### src/hw/fps_pkg.sv
// Package for the operator front-panel sequencer: opcodes, port address,
// one-shot lengths and the synchroniser/debounce figures.
// Assumes a 25 MHz reference clock.
package fps_pkg;
  localparam int unsigned CLK_HZ = 25000000;
  localparam int unsigned CLK_NS = 40;
  // Opcodes injected onto the processor data bus
  localparam logic [7:0] OP_IDLE = 8'h00;
  localparam logic [7:0] OP_JUMP = 8'hC3;
  // Panel input/output port address
  localparam logic [7:0] PANEL_PORT = 8'hFF;
  // Pulse lengths in ns, and their cycle counts (least times round up)
  localparam int unsigned STEP_PULSE_NS = 400;
  localparam int unsigned WR_PULSE_NS = 400;
  localparam int unsigned DATA_PULSE_NS = 2000;
  localparam int unsigned DEBOUNCE_US = 200;
  localparam int unsigned STEP_PULSE_CYC =
    (STEP_PULSE_NS + CLK_NS - 1) / CLK_NS;
  localparam int unsigned WR_PULSE_CYC = (WR_PULSE_NS + CLK_NS - 1) / CLK_NS;
  localparam int unsigned DATA_PULSE_CYC =
    (DATA_PULSE_NS + CLK_NS - 1) / CLK_NS;
  localparam int unsigned DEBOUNCE_CYC = DEBOUNCE_US * (CLK_HZ / 1000000);
  localparam int unsigned SW_COUNT = 6;
  // Switch indices in the debounced vector
  localparam int unsigned SW_RUN = 0;
  localparam int unsigned SW_STEP = 1;
  localparam int unsigned SW_EXAM = 2;
  localparam int unsigned SW_EXNX = 3;
  localparam int unsigned SW_STOR = 4;
  localparam int unsigned SW_STNX = 5;
  // Reset values
  localparam logic [7:0] LAMP_RESET = 8'h00;
endpackage

### src/hw/fps_front_panel.sv
// Operator front-panel sequencer: run/stop, single step, examine,
// examine/store following, store, panel port and bus-drive gating.
// Assumes processor strobes are synchronous to REF_CLK; switches are not.
//
// Function
// - Following functions feed idle opcode to advance
// - Ready is OR of four panel states
// - Processor runs only while panel ready high
// - Allow one instruction, then drop ready
// - Step pulse trailing edge sets step flop
// - Step flop clears on next sync
// - Following flop set by pulse leading edge
// - Following flop injects idle, ready; sync clears
// - Examine pulse starts counter; first injects jump
// - Then low, high address; zero drops ready
// - Store pulse drives memory write line
// - Longer pulse drives data switches onto bus
// - Store triggers from switch or following pulse
// - Bus driver disabled while panel injects or drives data, not on port FF reads
// - Injected bytes gated by read strobe
// - Port FF read drives high address switches
// - Port FF output latches lamps on write
// - Status disable tracks port FF read gate
// - External clear on aux switch or reset
// - Run after examine resumes at address
// - Run sets on phase-two falling edge
// - Stop clears at sync with fetch status
// - Jump opcode then two address bytes
`timescale 1ns/1ps
module fps_front_panel
  import fps_pkg::*;
#(
  parameter int unsigned DEBOUNCE_CYCLES = DEBOUNCE_CYC,
  parameter int unsigned DATA_PULSE_CYCLES = DATA_PULSE_CYC
) (
  // Clock and reset
  input wire logic REF_CLK,
  input wire logic RESETN,
  // Operator switches (asynchronous levels)
  input wire logic SW_RUN_SEL,
  input wire logic SW_STEP_REQ,
  input wire logic SW_EXAMINE_REQ,
  input wire logic SW_EXAMINE_NEXT_REQ,
  input wire logic SW_STORE_REQ,
  input wire logic SW_STORE_NEXT_REQ,
  input wire logic SW_RESET_REQ,
  input wire logic SW_AUX_CLEAR_REQ,
  input wire logic [15:0] SW_ADDR,
  // Processor status and strobes (same clock domain)
  input wire logic PHI2,
  input wire logic SYNC,
  input wire logic STAT_FETCH,
  input wire logic STAT_OUT,
  input wire logic PDBIN,
  input wire logic WR_STROBE_N,
  input wire logic [7:0] ADDR_LOW,
  // Processor data bus, open-collector style
  input wire logic [7:0] DATA_IN,
  output logic [7:0] DATA_OUT,
  output logic [7:0] DATA_OE_N,
  // Backplane control outputs
  output logic X_READY,
  output logic RUN_LAMP,
  output logic MEM_WRITE,
  output logic CPU_DRIVER_DISABLE,
  output logic SWITCH_STATUS_DISABLE,
  output logic RESET_OUT_N,
  output logic EXT_CLEAR,
  // Programmed output lamps
  output logic [7:0] LAMPS
);
  localparam int unsigned DW = $clog2(DATA_PULSE_CYCLES + 1);
  localparam int unsigned SW_W = $clog2(STEP_PULSE_CYC + 1);

  typedef enum logic [1:0] {EX_IDLE, EX_JUMP, EX_LOW, EX_HIGH} fps_exam_e;

  // Debounced switches
  logic [SW_COUNT-1:0] sw_raw;
  logic [SW_COUNT-1:0] sw_cln;
  logic [SW_COUNT-1:0] sw_prev_r;
  logic [SW_COUNT-1:0] sw_rise;
  logic rst_sw;
  logic aux_sw;

  assign sw_raw = {SW_STORE_NEXT_REQ, SW_STORE_REQ, SW_EXAMINE_NEXT_REQ,
                   SW_EXAMINE_REQ, SW_STEP_REQ, SW_RUN_SEL};
  assign sw_rise = sw_cln & ~sw_prev_r;

  // One filter per switch; clean levels only feed logic after two flops
  genvar gi;
  generate
    for (gi = 0; gi < SW_COUNT; gi++)
    begin : g_sw
      fps_debounce #(.STABLE_CYC(DEBOUNCE_CYCLES)) u_db (
        .clk(REF_CLK),
        .rst_n(RESETN),
        .raw(sw_raw[gi]),
        .clean(sw_cln[gi])
      );
    end
  endgenerate

  fps_debounce #(.STABLE_CYC(DEBOUNCE_CYCLES)) u_db_rst (
    .clk(REF_CLK),
    .rst_n(RESETN),
    .raw(SW_RESET_REQ),
    .clean(rst_sw)
  );

  fps_debounce #(.STABLE_CYC(DEBOUNCE_CYCLES)) u_db_aux (
    .clk(REF_CLK),
    .rst_n(RESETN),
    .raw(SW_AUX_CLEAR_REQ),
    .clean(aux_sw)
  );

  // Address/data switches are loose levels; two flops before any use
  // A switch flipped during a read may give a byte of mixed old/new bits
  logic [15:0] addr_s1_r;
  logic [15:0] addr_s2_r;

  always_ff @(posedge REF_CLK or negedge RESETN)
  begin
    if (!RESETN)
    begin
      addr_s1_r <= 16'h0000;
      addr_s2_r <= 16'h0000;
    end
    else
    begin
      addr_s1_r <= SW_ADDR;
      addr_s2_r <= addr_s1_r;
    end
  end

  // State registers
  logic run_r;
  logic step_r;
  logic follow_r;
  fps_exam_e exam_r;
  fps_exam_e exam_nxt;
  logic [SW_W-1:0] step_os_r;
  logic [SW_W-1:0] follow_os_r;
  logic [SW_W-1:0] wr_os_r;
  logic [DW-1:0] data_os_r;
  logic follow_store_r;
  logic phi2_prev_r;
  logic pdbin_prev_r;
  logic [7:0] data_out_r;
  logic [7:0] data_oe_n_r;
  logic ready_r;
  logic drv_dis_r;
  logic ssd_r;
  logic mwr_r;
  logic [7:0] lamps_r;
  logic rst_out_n_r;
  logic ext_clr_r;

  // Decoding of one-shot edges and bus windows
  wire step_os_on = step_os_r != '0;
  wire step_os_end = step_os_r == SW_W'(1);
  wire follow_os_end = follow_os_r == SW_W'(1);
  wire follow_trig = sw_rise[SW_EXNX] | sw_rise[SW_STNX];
  wire store_trig = sw_rise[SW_STOR]
                    | (follow_os_end & follow_store_r);
  wire data_on = data_os_r != '0;
  wire exam_on = exam_r != EX_IDLE;
  wire phi2_fall = phi2_prev_r & ~PHI2;
  wire fetch_sync = SYNC & STAT_FETCH;
  wire read_end = pdbin_prev_r & ~PDBIN;
  wire port_hit = ADDR_LOW == PANEL_PORT;
  wire port_rd = port_hit & PDBIN & ~STAT_OUT;
  wire lamp_en = port_hit & STAT_OUT;
  wire inject_idle = follow_r & PDBIN;
  wire inject_jump = (exam_r == EX_JUMP) & PDBIN;
  wire inject_low = (exam_r == EX_LOW) & PDBIN;
  wire inject_high = (exam_r == EX_HIGH) & PDBIN;
  wire data_drv = data_on & PDBIN;
  wire any_drv = inject_idle | inject_jump | inject_low | inject_high
                 | data_drv | port_rd;

  // Byte to place on the bus, pulled low where a bit is zero
  logic [7:0] bus_byte;
  assign bus_byte = inject_jump ? OP_JUMP :
                    inject_low ? addr_s2_r[7:0] :
                    (inject_high | port_rd) ? addr_s2_r[15:8] :
                    data_drv ? addr_s2_r[7:0] :
                    OP_IDLE;

  // Examine counter starts on the switch, then advances at the end of each read window
  always_comb
  begin
    exam_nxt = exam_r;
    case (exam_r)
      EX_IDLE: if (sw_rise[SW_EXAM]) exam_nxt = EX_JUMP;
      EX_JUMP: if (read_end) exam_nxt = EX_LOW;
      EX_LOW: if (read_end) exam_nxt = EX_HIGH;
      EX_HIGH: if (read_end) exam_nxt = EX_IDLE;
      default: exam_nxt = EX_IDLE;
    endcase
  end

  // Run/stop flop, edge history and switch history
  always_ff @(posedge REF_CLK or negedge RESETN)
  begin
    if (!RESETN)
    begin
      run_r <= 1'b0;
      phi2_prev_r <= 1'b0;
      pdbin_prev_r <= 1'b0;
      sw_prev_r <= '0;
    end
    else
    begin
      phi2_prev_r <= PHI2;
      pdbin_prev_r <= PDBIN;
      sw_prev_r <= sw_cln;
      if (sw_cln[SW_RUN] && phi2_fall)
        run_r <= 1'b1;
      else if (!sw_cln[SW_RUN] && fetch_sync)
        run_r <= 1'b0;
    end
  end

  // Single step: pulse counter, then flop until next sync
  always_ff @(posedge REF_CLK or negedge RESETN)
  begin
    if (!RESETN)
    begin
      step_os_r <= '0;
      step_r <= 1'b0;
    end
    else
    begin
      if (sw_rise[SW_STEP] && !step_os_on)
        step_os_r <= SW_W'(STEP_PULSE_CYC);
      else if (step_os_on)
        step_os_r <= step_os_r - 1'b1;
      // Trailing edge wins over a coincident sync so the step is not lost
      if (step_os_end)
        step_r <= 1'b1;
      else if (SYNC && step_r)
        step_r <= 1'b0;
    end
  end

  // Following: flop set at pulse start, store chained at pulse end
  always_ff @(posedge REF_CLK or negedge RESETN)
  begin
    if (!RESETN)
    begin
      follow_os_r <= '0;
      follow_r <= 1'b0;
      follow_store_r <= 1'b0;
    end
    else
    begin
      if (follow_trig && follow_os_r == '0)
      begin
        follow_os_r <= SW_W'(STEP_PULSE_CYC);
        follow_store_r <= sw_rise[SW_STNX];
      end
      else if (follow_os_r != '0)
        follow_os_r <= follow_os_r - 1'b1;
      if (follow_trig)
        follow_r <= 1'b1;
      else if (SYNC && follow_r)
        follow_r <= 1'b0;
    end
  end

  // Examine sequence and store one-shots
  always_ff @(posedge REF_CLK or negedge RESETN)
  begin
    if (!RESETN)
    begin
      exam_r <= EX_IDLE;
      wr_os_r <= '0;
      data_os_r <= '0;
    end
    else
    begin
      exam_r <= exam_nxt;
      if (store_trig)
      begin
        wr_os_r <= SW_W'(WR_PULSE_CYC);
        data_os_r <= DW'(DATA_PULSE_CYCLES);
      end
      else
      begin
        if (wr_os_r != '0)
          wr_os_r <= wr_os_r - 1'b1;
        if (data_on)
          data_os_r <= data_os_r - 1'b1;
      end
    end
  end

  // Registered backplane outputs
  always_ff @(posedge REF_CLK or negedge RESETN)
  begin
    if (!RESETN)
    begin
      ready_r <= 1'b0;
      data_out_r <= 8'hFF;
      data_oe_n_r <= 8'hFF;
      drv_dis_r <= 1'b0;
      ssd_r <= 1'b0;
      mwr_r <= 1'b0;
      rst_out_n_r <= 1'b1;
      ext_clr_r <= 1'b0;
    end
    else
    begin
      ready_r <= run_r | step_r | exam_on | follow_r;
      data_out_r <= 8'h00;
      data_oe_n_r <= any_drv ? bus_byte : 8'hFF;
      drv_dis_r <= data_on | follow_r | exam_on;
      ssd_r <= port_rd;
      mwr_r <= wr_os_r != '0;
      rst_out_n_r <= ~rst_sw;
      ext_clr_r <= aux_sw | rst_sw;
    end
  end

  // Output lamp latch captures the bus on the write strobe
  always_ff @(posedge REF_CLK or negedge RESETN)
  begin
    if (!RESETN)
      lamps_r <= LAMP_RESET;
    else if (lamp_en && !WR_STROBE_N)
      lamps_r <= DATA_IN;
  end

  assign X_READY = ready_r;
  assign RUN_LAMP = run_r;
  assign MEM_WRITE = mwr_r;
  assign CPU_DRIVER_DISABLE = drv_dis_r; // Active high, the inverse of NOR
  assign SWITCH_STATUS_DISABLE = ssd_r;
  assign RESET_OUT_N = rst_out_n_r;
  assign EXT_CLEAR = ext_clr_r;
  assign DATA_OUT = data_out_r;
  assign DATA_OE_N = data_oe_n_r;
  assign LAMPS = lamps_r;
endmodule

### src/hw/fps_debounce.sv
// Two-flop synchroniser followed by a stability counter for one switch.
// Assumes the switch is an asynchronous, possibly bouncing level.
`timescale 1ns/1ps
module fps_debounce #(
  parameter int unsigned STABLE_CYC = 5000
) (
  // Clock and reset
  input wire logic clk,
  input wire logic rst_n,
  // Raw switch and clean level
  input wire logic raw,
  output logic clean
);
  localparam int unsigned CW = $clog2(STABLE_CYC + 1);
  logic s1_r;
  logic s2_r;
  logic [CW-1:0] cnt_r;
  logic [CW-1:0] cnt_nxt;
  logic clean_r;
  wire differ = s2_r != clean_r;
  wire settled = cnt_r == CW'(STABLE_CYC - 1);

  // Count while the sampled level differs; any agreement restarts it
  assign cnt_nxt = differ ? (settled ? '0 : cnt_r + 1'b1) : '0;
  assign clean = clean_r;

  // Synchroniser and filter; only s2_r is looked at downstream of s1_r
  always_ff @(posedge clk or negedge rst_n)
  begin
    if (!rst_n)
    begin
      s1_r <= 1'b0;
      s2_r <= 1'b0;
      cnt_r <= '0;
      clean_r <= 1'b0;
    end
    else
    begin
      s1_r <= raw;
      s2_r <= s1_r;
      cnt_r <= cnt_nxt;
      if (differ && settled)
        clean_r <= s2_r;
    end
  end
endmodule

### config.mk
export PLATFORM = sky130hd
export DESIGN_NAME = fps_front_panel
export DESIGN_NICKNAME = d
export VERILOG_FILES = /design/src/hw/fps_pkg.sv /design/src/hw/fps_front_panel.sv /design/src/hw/fps_debounce.sv
export SDC_FILE = /design/constraint.sdc
export NUM_CORES = 1
export LEC_CHECK = 0
export ABC_AREA = 1
export BUFFER_PORTS_ARGS = -buffer_cell sky130_fd_sc_hd__buf_2
export CORE_ASPECT_RATIO = 0.7
export CORE_UTILIZATION = 40
export DETAILED_ROUTE_END_ITERATION = 16
export GPL_TIMING_DRIVEN = 0
export MAX_ROUTING_LAYER = met4
export PLACE_DENSITY = 0.64
export SYNTH_ARGS = -nofsm -noshare
export SYNTH_HDL_FRONTEND = slang
export SYNTH_HIERARCHICAL = 1
export SYNTH_SLANG_ARGS = --single-unit
### constraint.sdc
create_clock -name REF_CLK -period 1.9 [get_ports REF_CLK]
set_input_delay 0.095 -clock REF_CLK [delete_from_list [all_inputs] [get_ports REF_CLK]]
set_output_delay 0.095 -clock REF_CLK [all_outputs]
set_load 0.05 [all_outputs]
After elaboration in Yosys (flattened, before gate mapping). Cells that the tools add are included.

Add/sub/neg operators: 12. Bitwise logic cells: 32. Reduce and logical (&&, ||, !) cells: 33. Eq/ne operators: 26. Mux-type cells: 40.

Operators by type and width (count): 2-to-1 mux 13 bit (16); adder 13 x 1 -> 13 bit (second input constant) (8); equality test 13 bit (second input constant) (8); 2-to-1 mux 8 bit (5); 2-to-1 mux 4 bit (6); nonzero test 2 bit (8); logical AND 1 bit (15); OR 1 bit (14); AND 1 bit (12); 2-to-1 mux 6 bit (2); nonzero test 4 bit (3); subtractor 4 x 1 -> 4 bit (second input constant) (3); equality test 4 x 1 -> 1 bit (second input constant) (2); equality test 8 bit (second input constant) (1); 2-to-1 mux 2 bit (4); != test 1 bit (8); != test 2 bit (second input constant) (4); case mux 2 bit (4 select lines) (1); AND 6 bit (1); 2-to-1 mux 1 bit (6); NOT 6 bit (1); nonzero test 6 bit (1); subtractor 6 x 1 -> 6 bit (second input constant) (1); equality test 2 bit (second input constant) (2); other kinds (6) (11).

Word-level logic and storage cells: 198. Input bits: 48. Flip-flop bits (word level): 222. Output and inout port bits: 31.

Longest topological paths before layout. Gate-level depths: netlist of the first run.

Word-level depth: 8. Depth in mapped cells: 11. Gate-level depth less buffers: 11.

Cells and area by module. The synthesis of the first run kept the hierarchy.

Modules (own cells, without submodules): fps_debounce (times used 8, area each 814.5 um^2, cells each 96, seq. area each 400.4 um^2); fps_front_panel (times used 1, area each 3402.0 um^2, cells each 285, seq. area each 2164.6 um^2).

Worst setup path before layout of the first run. Ideal clock, no wire load.

Kind: register to register. Start: register exam_r[0]. End: register data_oe_n_r[0], in the netlist DATA_OE_N[0]. Data required time: 1.839 ns. Library setup time: 0.061 ns. Path slack: 0.472 ns. Arrival time: 1.367 ns. Buffers on the path: 0. Period minus slack after synthesis: 1.428 ns. Stages on the path, launching flop included: 9. Cells stage by stage: dfrtp_1 inv_1 ha_1 or2_0 o21ai_0 nand4_2 nand2_1 inv_2 nand3_2.

Longest elaborated chain between the ends: 8. Elaborated cells on any way between the ends: 16. Classes of those cells: eq/ne: 3; mux: 4; bitwise: 9.

Ends and longest elaborated chain: from (decl) (RTL line fps_front_panel.sv:140) `fps_exam_e exam_r;`; from (signal assigned) (RTL line fps_front_panel.sv:283) `exam_r <= exam_nxt;`; equality test 2 x 1 -> 1 bit (RTL line fps_front_panel.sv:175) `wire inject_jump = (exam_r == EX_JUMP) & PDBIN;`; AND 1 bit (RTL line fps_front_panel.sv:175); OR 1 bit (3 in series) (RTL line fps_front_panel.sv:179) `wire any_drv = inject_idle | inject_jump | inject_low | inject_high`; OR 1 bit (2 in series) (RTL line fps_front_panel.sv:180) `| data_drv | port_rd;`; 2-to-1 mux 8 bit * (RTL line fps_front_panel.sv:317) `data_oe_n_r <= any_drv ? bus_byte : 8'hFF;`; to (signal assigned) (RTL line fps_front_panel.sv:317); to (decl) (RTL line fps_front_panel.sv:150) `logic [7:0] data_oe_n_r;`.

Every way passes the cells marked *; elsewhere a longest branch is shown, timed or not. A chain may end at the register's enable or synchronous reset.

Final worst setup path of the first run.
Start: register exam_r[0]. End: register data_oe_n_r[7], in the netlist DATA_OE_N[7].

Same word-level chain as after synthesis.

==> metrics.md, run 1 <==
| Metric | Value |
|---|---|
| Clock-pin slew on the worst setup and hold paths | `0.06 ns` |
| Crit path max fanout | `4` |
| Critical path arrival | `between 2 and 2.5 ns` |
| Pwr/cell area | `899 nW/um^2` |
| RSZ-0062 raised after global routing | `no` |
| Crit path required time | `around 2.3 ns` |
| Grt ovf | `0` |
| Critical path type | `register to register` |
| I/O Buffers | `78` |
| Post-Synthesis Cell Area | `9920 sq um` |
| Synth Area in Adders | `under 10%` |
| Syn Inst Count | `1053` |
| Syn Area/Cell | `9.42 sq um` |
| Post-synthesis compound-gate area fraction | `~4.4%` |
| IO Pins | `79` |
| Hold Path Stages | `4` |
| Worst-path cell chain | `inv_1, ha_1, or2_0, o21ai_0, nand4_2, nand2_1, inv_2, nand3_2` |
| Global-route wire length before repair | `32500 um` |
| Top post-synthesis cells by count | `dfrtp_1, nor2_1, nand2_1` |
| Largest cells by area after synthesis | `dfrtp_1, nor2_1, nand2_1` |
| Pins Over Slew Limit | `0` |
| Simple-gate share of the synthesized area | `26.9%` |
| DIE AREA | `25400 sq um` |
| Main combinational cell family by area after synthesis | `simple AND/OR/NAND/NOR gates` |
| Worst Tran Pin Value | `0.826 ns` |
| Setup crit end kind | `register` |
| Post-synth EDFFs | `0` |
| Fmax | `0.600 GHz` |
| DIE WIDTH | `190 um` |
| Met2 wire len | `between 7000 and 8000 um` |
| Clock skew | `0.0143 ns` |
| Ant. Diodes | `0` |
| Largest net degree at the start of global routing | `113` |
| Filler cells | `2249` |
| CTS tree | `done` |
| Synth top area share | `roughly half` |
| Slowest CP cell | `dfrtp_1` |
| IR drop worst, VDD | `just under 0.0007 V` |
| Worst r2r path cells | `8` |
| Setup violators final | `0` |
| Vias in the first global route | `approximately 6700` |
| Hold_ws | `around 0.12 ns` |
| Bufs and invs on worst path | `2` |
| TritonCTS buffer count | `23` |
| Final Total Pwr | `between 10 and 15 mW` |
| Leak | `5.47 nW` |
| Async S/R FF share, synth | `100%` |
| Clock sinks | `214` |
| Hold Startpoint | `WR_STROBE_N` |
| DRT met1 WL | `9970 um` |
| Die Height | `134 um` |
| Final min period | `between 1.5 and 2 ns` |
| DRC errors left | `0` |
| GRT Total Usage | `16.1%` |
| R2R Path End | `DATA_OE_N[7]$_DFF_PN1_` |
| DP HPWL | `13300 um` |
| Via-to-Cell Ratio | `4.64` |
| Combinational cell fraction of total power | `12.4%` |
| Num rows | `47` |
| Initial DRT Pass Iterations | `5` |
| Sw Share | `26.6%` |
| H-tree levels | `1` |
| 1st-iter DRT viols | `517` |
| Area leader, netlist | `dfrtp_1` |
| Layout net count | `1267` |
| Clk buf depth | `3` |
| Xor and xnor area share after synthesis | `under 10%` |
| Post-DRT Antenna Nets | `0` |
| Crit share post-route | `87.7%` |
| Sequential share of power | `a little under half` |
| P&R area growth vs syn | `20.1%` |
| Wire per inst | `12.3 um` |
| R2R setup slack | `0.23 ns` |
| Most frequent cell after synthesis | `dfrtp_1` |
| Vias | `7104` |
| Met3 wire len | `866 um` |
| FF+latch area | `5370 sq um` |
| Clock Power Share | `41.7%` |
| Synth warn | `6` |
| Crit-path max cell delay | `0.38 ns` |
| Post-synthesis sequential area ratio | `54.1%` |
| Starting Density | `41.3%` |
| Slew margin rel. | `44.9%` |
| Startpoint types | `register` |
| CTS root buf | `clkbuf_16` |
| Detailed Route WL | `18800 um` |
| Max cap viols | `0` |
| Pre-CTS setup slack | `0.193 ns` |
| Multiplexer area fraction after synthesis | `1.21%` |
| Worst-Skew Late Latency | `0.51 ns` |
| Final Util | `49.6%` |
| Core area | `24000 sq um` |
| Reg2Reg Launch Point | `exam_r[0]$_DFFE_PN0P_` |
| Seq cells post-synth | `roughly 210` |
| Worst Slack Setup Final | `0.234 ns` |
| Status | `finished, final reports clean` |
| Initial antenna violation count | `0` |
| Crit path max-delay family | `simple AND/OR/NAND/NOR gates` |
| Internal Power | `7.86 mW` |
| Synth cell types | `36` |
| RD Place Congestion | `0.886` |
| Synth Flop Type | `dfrtp_1` |
| Worst hold path class | `primary input to register` |
| Max layer used | `met4` |
| Hold EP | `LAMPS[0]$_DFFE_PN0P_` |
| Share of post-route cells with drive strength above 1 | `22.4%` |
| PostCTS Resize Cnt | `0` |
| Mapped Nets | `1123` |
| P_sw | `2.85 mW` |
| Final hold vios | `0` |
| Area occupied by multi-input gates | `about 4000 sq um` |
cell type report:
class / count / area share, %
Buffer: 7 / 0.441
Clock buffer: 29 / 5.36
Clock inverter: 12 / 1.09
Inverter: 119 / 3.75
Multi-Input combinational cell: 713 / 34.0
Sequential cell: 214 / 45.1
Tap cell: 318 / 3.34
Timing Repair Buffer: 119 / 6.93
how the worst max path moves through the flow:
stage | from | cells past startpoint | to
floorplan | exam_r[0]$_DFFE_PN0P_ | 8 | DATA_OE_N[0]$_DFF_PN1_
global route | exam_r[0]$_DFFE_PN0P_ | 8 | DATA_OE_N[7]$_DFF_PN1_
finish | exam_r[0]$_DFFE_PN0P_ | 8 | DATA_OE_N[7]$_DFF_PN1_
detailed placement | exam_r[0]$_DFFE_PN0P_ | 8 | DATA_OE_N[7]$_DFF_PN1_
CTS | exam_r[0]$_DFFE_PN0P_ | 8 | DATA_OE_N[7]$_DFF_PN1_
global placement | RESETN | 1 | g_sw[0].u_db/cnt_r[6]$_DFF_PN0_
state kept, by name, indices dropped and copies added (netlist names), 2 cells and up:
name	cells
u_db_aux/cnt_r	13
sw_prev_r	5
wr_os_r	4
LAMPS	8
g_sw.u_db/clean	6
g_sw.u_db/s2_r	6
exam_r	2
step_os_r	4
addr_s1_r	16
DATA_OE_N	8
follow_os_r	4
data_os_r	6
g_sw.u_db/cnt_r	78
addr_s2_r	16
g_sw.u_db/s1_r	6
u_db_rst/cnt_r	13
power by group through the flow:
stage | clock (mW) | combinational (mW) | sequential [mW]
after global placement | 0 | 1.25 | 5.00
after global routing | 4.85 | 1.47 | 4.93
after floorplan | 0 | 0.493 | 5.32
after CTS | 4.64 | 1.34 | 4.92
final | 4.47 | 1.33 | 4.91
after detailed placement | 0 | 1.28 | 5.00
through the flow:
step | TNS (ns) | instances | area [sq um]
after floorplan | 0 | 1053 | 9920
after global placement | -608.94 | 1449 | 10700
after CTS | 0 | 1530 | 11900
after global routing | 0 | 1531 | 11900
after detailed placement | 0 | 1450 | 10700
final | 0 | 1531 | 11900
metal layers:
metal / track usage (%) / up-vias
li1: - / 3626
met1: 24.3 / 3314
met2: 22.5 / 136
met3: 2.71 / 28
met4: 3.64 / 0
met5: - / -
worst register-to-register path, cell delays in order (launching register included):
cell and delay, ns:
dfrtp_1 0.38, inv_1 0.10, ha_1 0.25, or2_0 0.23, o21ai_0 0.19, nand4_2 0.16
nand2_1 0.12, inv_2 0.08, nand3_2 0.08
kinds of logic (layout without fill, tap and decap cells):
group | count (synthesis) | in the layout
compound gates | 69 | 69
xor+xnor | 62 | 62
fa+ha+maj | 22 | 22
buf+inv | 126 | 286
flops | 214 | 214
mux | 8 | 8
other cells | 1 | 1
simple gates | 551 | 551
cell usage in the layout, fill, tap and decap left out, drive strengths merged:
master,netlist,routed
clkinv,0,6
clkbuf,0,29
o31ai,1,1
dfstp,10,10
dlygate4sd3,0,39
ha,22,22
bufinv,0,2
nand3,70,70
or2,3,3
inv,119,121
conb,1,1
o21bai,9,9
nor3b,8,8
xnor2,4,4
xor2,58,58
o21ai,32,32
nand2,211,211
dfrtp,204,204
clkinvlp,0,2
nand4,35,35
mux2,8,8
and2,1,1
nand3b,1,1
buf,7,87
a21oi,24,24
nor3,3,3
a211oi,3,3
nor2,219,219
timing repair:
action	in CTS	in global routing
setup buffers	0	1
hold endpoints to repair	143	0
hold buffers	39	0
setup endpoints to repair	0	3
No activity file was read; power rests on OpenSTA's default activity.
==> inputs of run 2 (changes only) <==
--- a/config.mk
+++ b/config.mk
@@ -13,6 +13,7 @@
 export GPL_TIMING_DRIVEN = 0
 export MAX_ROUTING_LAYER = met4
 export PLACE_DENSITY = 0.64
+export RECOVER_POWER = 50
 export SYNTH_ARGS = -nofsm -noshare
 export SYNTH_HDL_FRONTEND = slang
 export SYNTH_HIERARCHICAL = 1
==> run 2 against run 1 <==
Compared with the run above: global-route usage unchanged; utilization decreased by 0.32 points; setup slack got worse by 0.0065 ns; register-to-register slack about the same; largest cell class unchanged; highest routed layer unchanged.
==> metrics.md, run 2 (synthesis gave the netlist of run 1 again) <==
| Metric | Value |
|---|---|
| P&R area growth vs syn | `19.3% (was 20.1%)` |
| CTS root buf | `clkbuf_16 (unchanged)` |
| Largest net degree at the start of global routing | `113 (unchanged)` |
| Worst-Skew Late Latency | `0.51 ns (about the same)` |
| Met3 Use GR | `2.71% (unchanged)` |
| Worst Tran Pin Value | `0.828 ns (was 0.826 ns)` |
| DIE AREA | `25400 sq um (unchanged)` |
| Max reg flops | `78 (unchanged)` |
| Clock sinks | `214 (unchanged)` |
| Final hold vios | `0 (unchanged)` |
| Ant. Diodes | `0 (unchanged)` |
| Num rows | `47 (unchanged)` |
| Crit path max-delay family | `simple AND/OR/NAND/NOR gates (unchanged)` |
| Critical path type | `register to register (unchanged)` |
| Crit share post-route | `88.0% (was 87.7%)` |
| Worst Slack Setup Final | `0.227 ns (was 0.234 ns)` |
| H-tree levels | `1 (unchanged)` |
| Startpoint types | `register (unchanged)` |
| Final Util | `49.3% (was 49.6%)` |
| Critical path arrival | `2.11 ns (was 2.10 ns)` |
| DP HPWL | `13300 um (unchanged)` |
| Final min period | `1.67 ns (about the same)` |
| Slowest CP cell | `dfrtp_1 (unchanged)` |
| 1st-iter DRT viols | `521 (was 517)` |
| Max cap viols | `0 (unchanged)` |
| Setup violators final | `0 (unchanged)` |
| CTS tree | `done (unchanged)` |
| Worst hold path class | `primary input to asynchronous set/reset pin (was primary input to register)` |
| Most crowded layer after global routing | `met1 (unchanged)` |
| Worst-path cell chain | `inv_1, ha_1, or2_0, o21ai_0, nand4_2, nand2_1, inv_2, nand3_2 (unchanged)` |
| Core area | `24000 sq um (unchanged)` |
| Crit path required time | `2.34 ns (about the same)` |
| Filler cells | `2274 (was 2249)` |
| IR drop worst, VDD | `0.000679 V (was 0.000678 V)` |
| Placed Area | `10700 sq um (unchanged)` |
| Top reg by flops | `g_sw.u_db/cnt_r (unchanged)` |
| Setup crit end kind | `register (unchanged)` |
| Cell area after layout | `11800 sq um (was 11900 sq um)` |
| Via-to-Cell Ratio | `4.64 (about the same)` |
| Vias | `7099 (was 7104)` |
| Wire per inst | `12.3 um (about the same)` |
| DRC errors left | `0 (unchanged)` |
| RSZ-0062 raised after global routing | `no (unchanged)` |
| PostCTS Resize Cnt | `0 (unchanged)` |
| Global-route wire length before repair | `32500 um (unchanged)` |
| Clk buf depth | `3 (unchanged)` |
| Slew margin rel. | `44.8% (was 44.9%)` |
| Detailed Route WL | `18800 um (about the same)` |
| Most frequent cells in the layout | `dfrtp_1, nor2_1, nand2_1 (unchanged)` |
| TritonCTS buffer count | `23 (unchanged)` |
| Initial antenna violation count | `0 (unchanged)` |
| Met1 Use GR | `24.3% (unchanged)` |
| Bufs and invs on worst path | `2 (unchanged)` |
| Clock skew | `0.0156 ns (was 0.0143 ns)` |
| DIE WIDTH | `190 um (unchanged)` |
| TNS Setup | `0 ns (unchanged)` |
| Leak | `5.39 nW (was 5.47 nW)` |
| Status | `finished, final reports clean (unchanged)` |
| Vias in the first global route | `6690 (unchanged)` |
| Crit-path max cell delay | `0.38 ns (about the same)` |
| Starting Density | `41.3% (unchanged)` |
| Met2 usage | `22.5% (unchanged)` |
| Die Height | `134 um (unchanged)` |
| Fmax | `0.598 GHz (was 0.600 GHz)` |
| Pre-CTS setup slack | `0.193 ns (unchanged)` |
| GRT Total Usage | `16.1% (unchanged)` |
| Commonest non-fill, non-tap cell in the layout | `dfrtp_1 (unchanged)` |
| Layout net count | `1267 (unchanged)` |
| Biggest regs | `g_sw.u_db/cnt_r (78), addr_s1_r (16), addr_s2_r (16) (unchanged)` |
| Clock-pin slew on the worst setup and hold paths | `0.06 ns (about the same)` |
| Pins Over Slew Limit | `0 (unchanged)` |
| Hold_ws | `0.226 ns (was 0.121 ns)` |
| Grt ovf | `0 (unchanged)` |
| IO Pins | `79 (unchanged)` |
| I/O Buffers | `78 (unchanged)` |
| Post-DRT Antenna Nets | `0 (unchanged)` |
| Initial DRT Pass Iterations | `5 (unchanged)` |
| RD Place Congestion | `0.886 (unchanged)` |
| Crit path max fanout | `4 (unchanged)` |
| Pwr/cell area | `904 nW/um^2 (was 899 nW/um^2)` |
| Share of post-route cells with drive strength above 1 | `19.5% (was 22.4%)` |
==> run 2: cell types whose count changed in the layout (fill, tap and decap cells not counted), moves of 2 or more <==
cell	previous run	this run
inv_1	100	108
mux2_4	8	1
mux2_1	0	7
nor3b_1	0	2
inv_2	19	11
buf_2	77	61
nor3b_2	8	6
clkbuf_1	2	18
==> run 2: area by class of cell <==
cell class                 count  area [sq um]  area share [%]
multi-input combinational    713          3990            33.8
inverter                     119           447            3.77
tap                          318           398            3.36
sequential                   214          5370            45.4
clock inverter                12           130            1.10
timing repair buffer         119           806            6.81
clock buffer                  29           638            5.39
buffer                         7          52.6           0.444
==> run 2: report_power, final <==
part / internal (mW) / total [mW] / switching [mW] / leakage, nW
logic: 0.368 / 1.31 / 0.942 / 2.20
registers: 4.81 / 4.91 / 0.0997 / 2.81
clock network: 2.67 / 4.47 / 1.81 / 0.376
total: 7.85 / 10.7 / 2.85 / 5.39
==> run 2: worst paths after layout <==
path / endpoint / slack (ns) / startpoint / depth (start not counted)
setup / recovery: DATA_OE_N[7]$_DFF_PN1_ / 0.23 / exam_r[0]$_DFFE_PN0P_ / 8
hold / removal: g_sw[5].u_db/cnt_r[1]$_DFF_PN0_ / 0.23 / RESETN / 2
setup reg to reg: DATA_OE_N[7]$_DFF_PN1_ / 0.23 / exam_r[0]$_DFFE_PN0P_ / 8
hold reg to reg: g_sw[5].u_db/s2_r$_DFF_PN0_ / 0.35 / g_sw[5].u_db/s1_r$_DFF_PN0_ / 0
max in group asynchronous: DATA_OUT[6]$_DFF_PN1_ / 0.71 / RESETN / 3
min in group REF_CLK: u_db_aux/s1_r$_DFF_PN0_ / 0.23 / SW_AUX_CLEAR_REQ / 2
==> run 2: what timing repair did <==
item / 4_1_cts / 5_1_grt
hold buffers: 39 / 0
endpoints found under the hold margin: 143 / 0
endpoints found under the setup margin: 0 / 3
setup buffers: 0 / 1
==> run 2: routing by layer <==
layer  routed length [um]  vias up
met5                    0        -
met2                 7630      136
met3                  873       28
met4                  327        0
met1                 9980     3311
li1                     -     3624
==> run 2: per-stage QoR <==
| step | instances | total power [mW] |
|---|---|---|
| after global routing | 1531 | 11.2 |
| after floorplan | 1053 | 5.81 |
| after global placement | 1449 | 6.24 |
| after detailed placement | 1450 | 6.28 |
| after CTS | 1530 | 10.9 |
| final | 1531 | 10.7 |
==> run 2: worst register-to-register path, stage by stage, from the launching register on <==
cell and delay, ns:
dfrtp_1 0.38, inv_1 0.11, ha_1 0.25, or2_0 0.23
o21ai_0 0.19, nand4_2 0.16, nand2_1 0.12, inv_2 0.08
nand3_2 0.08
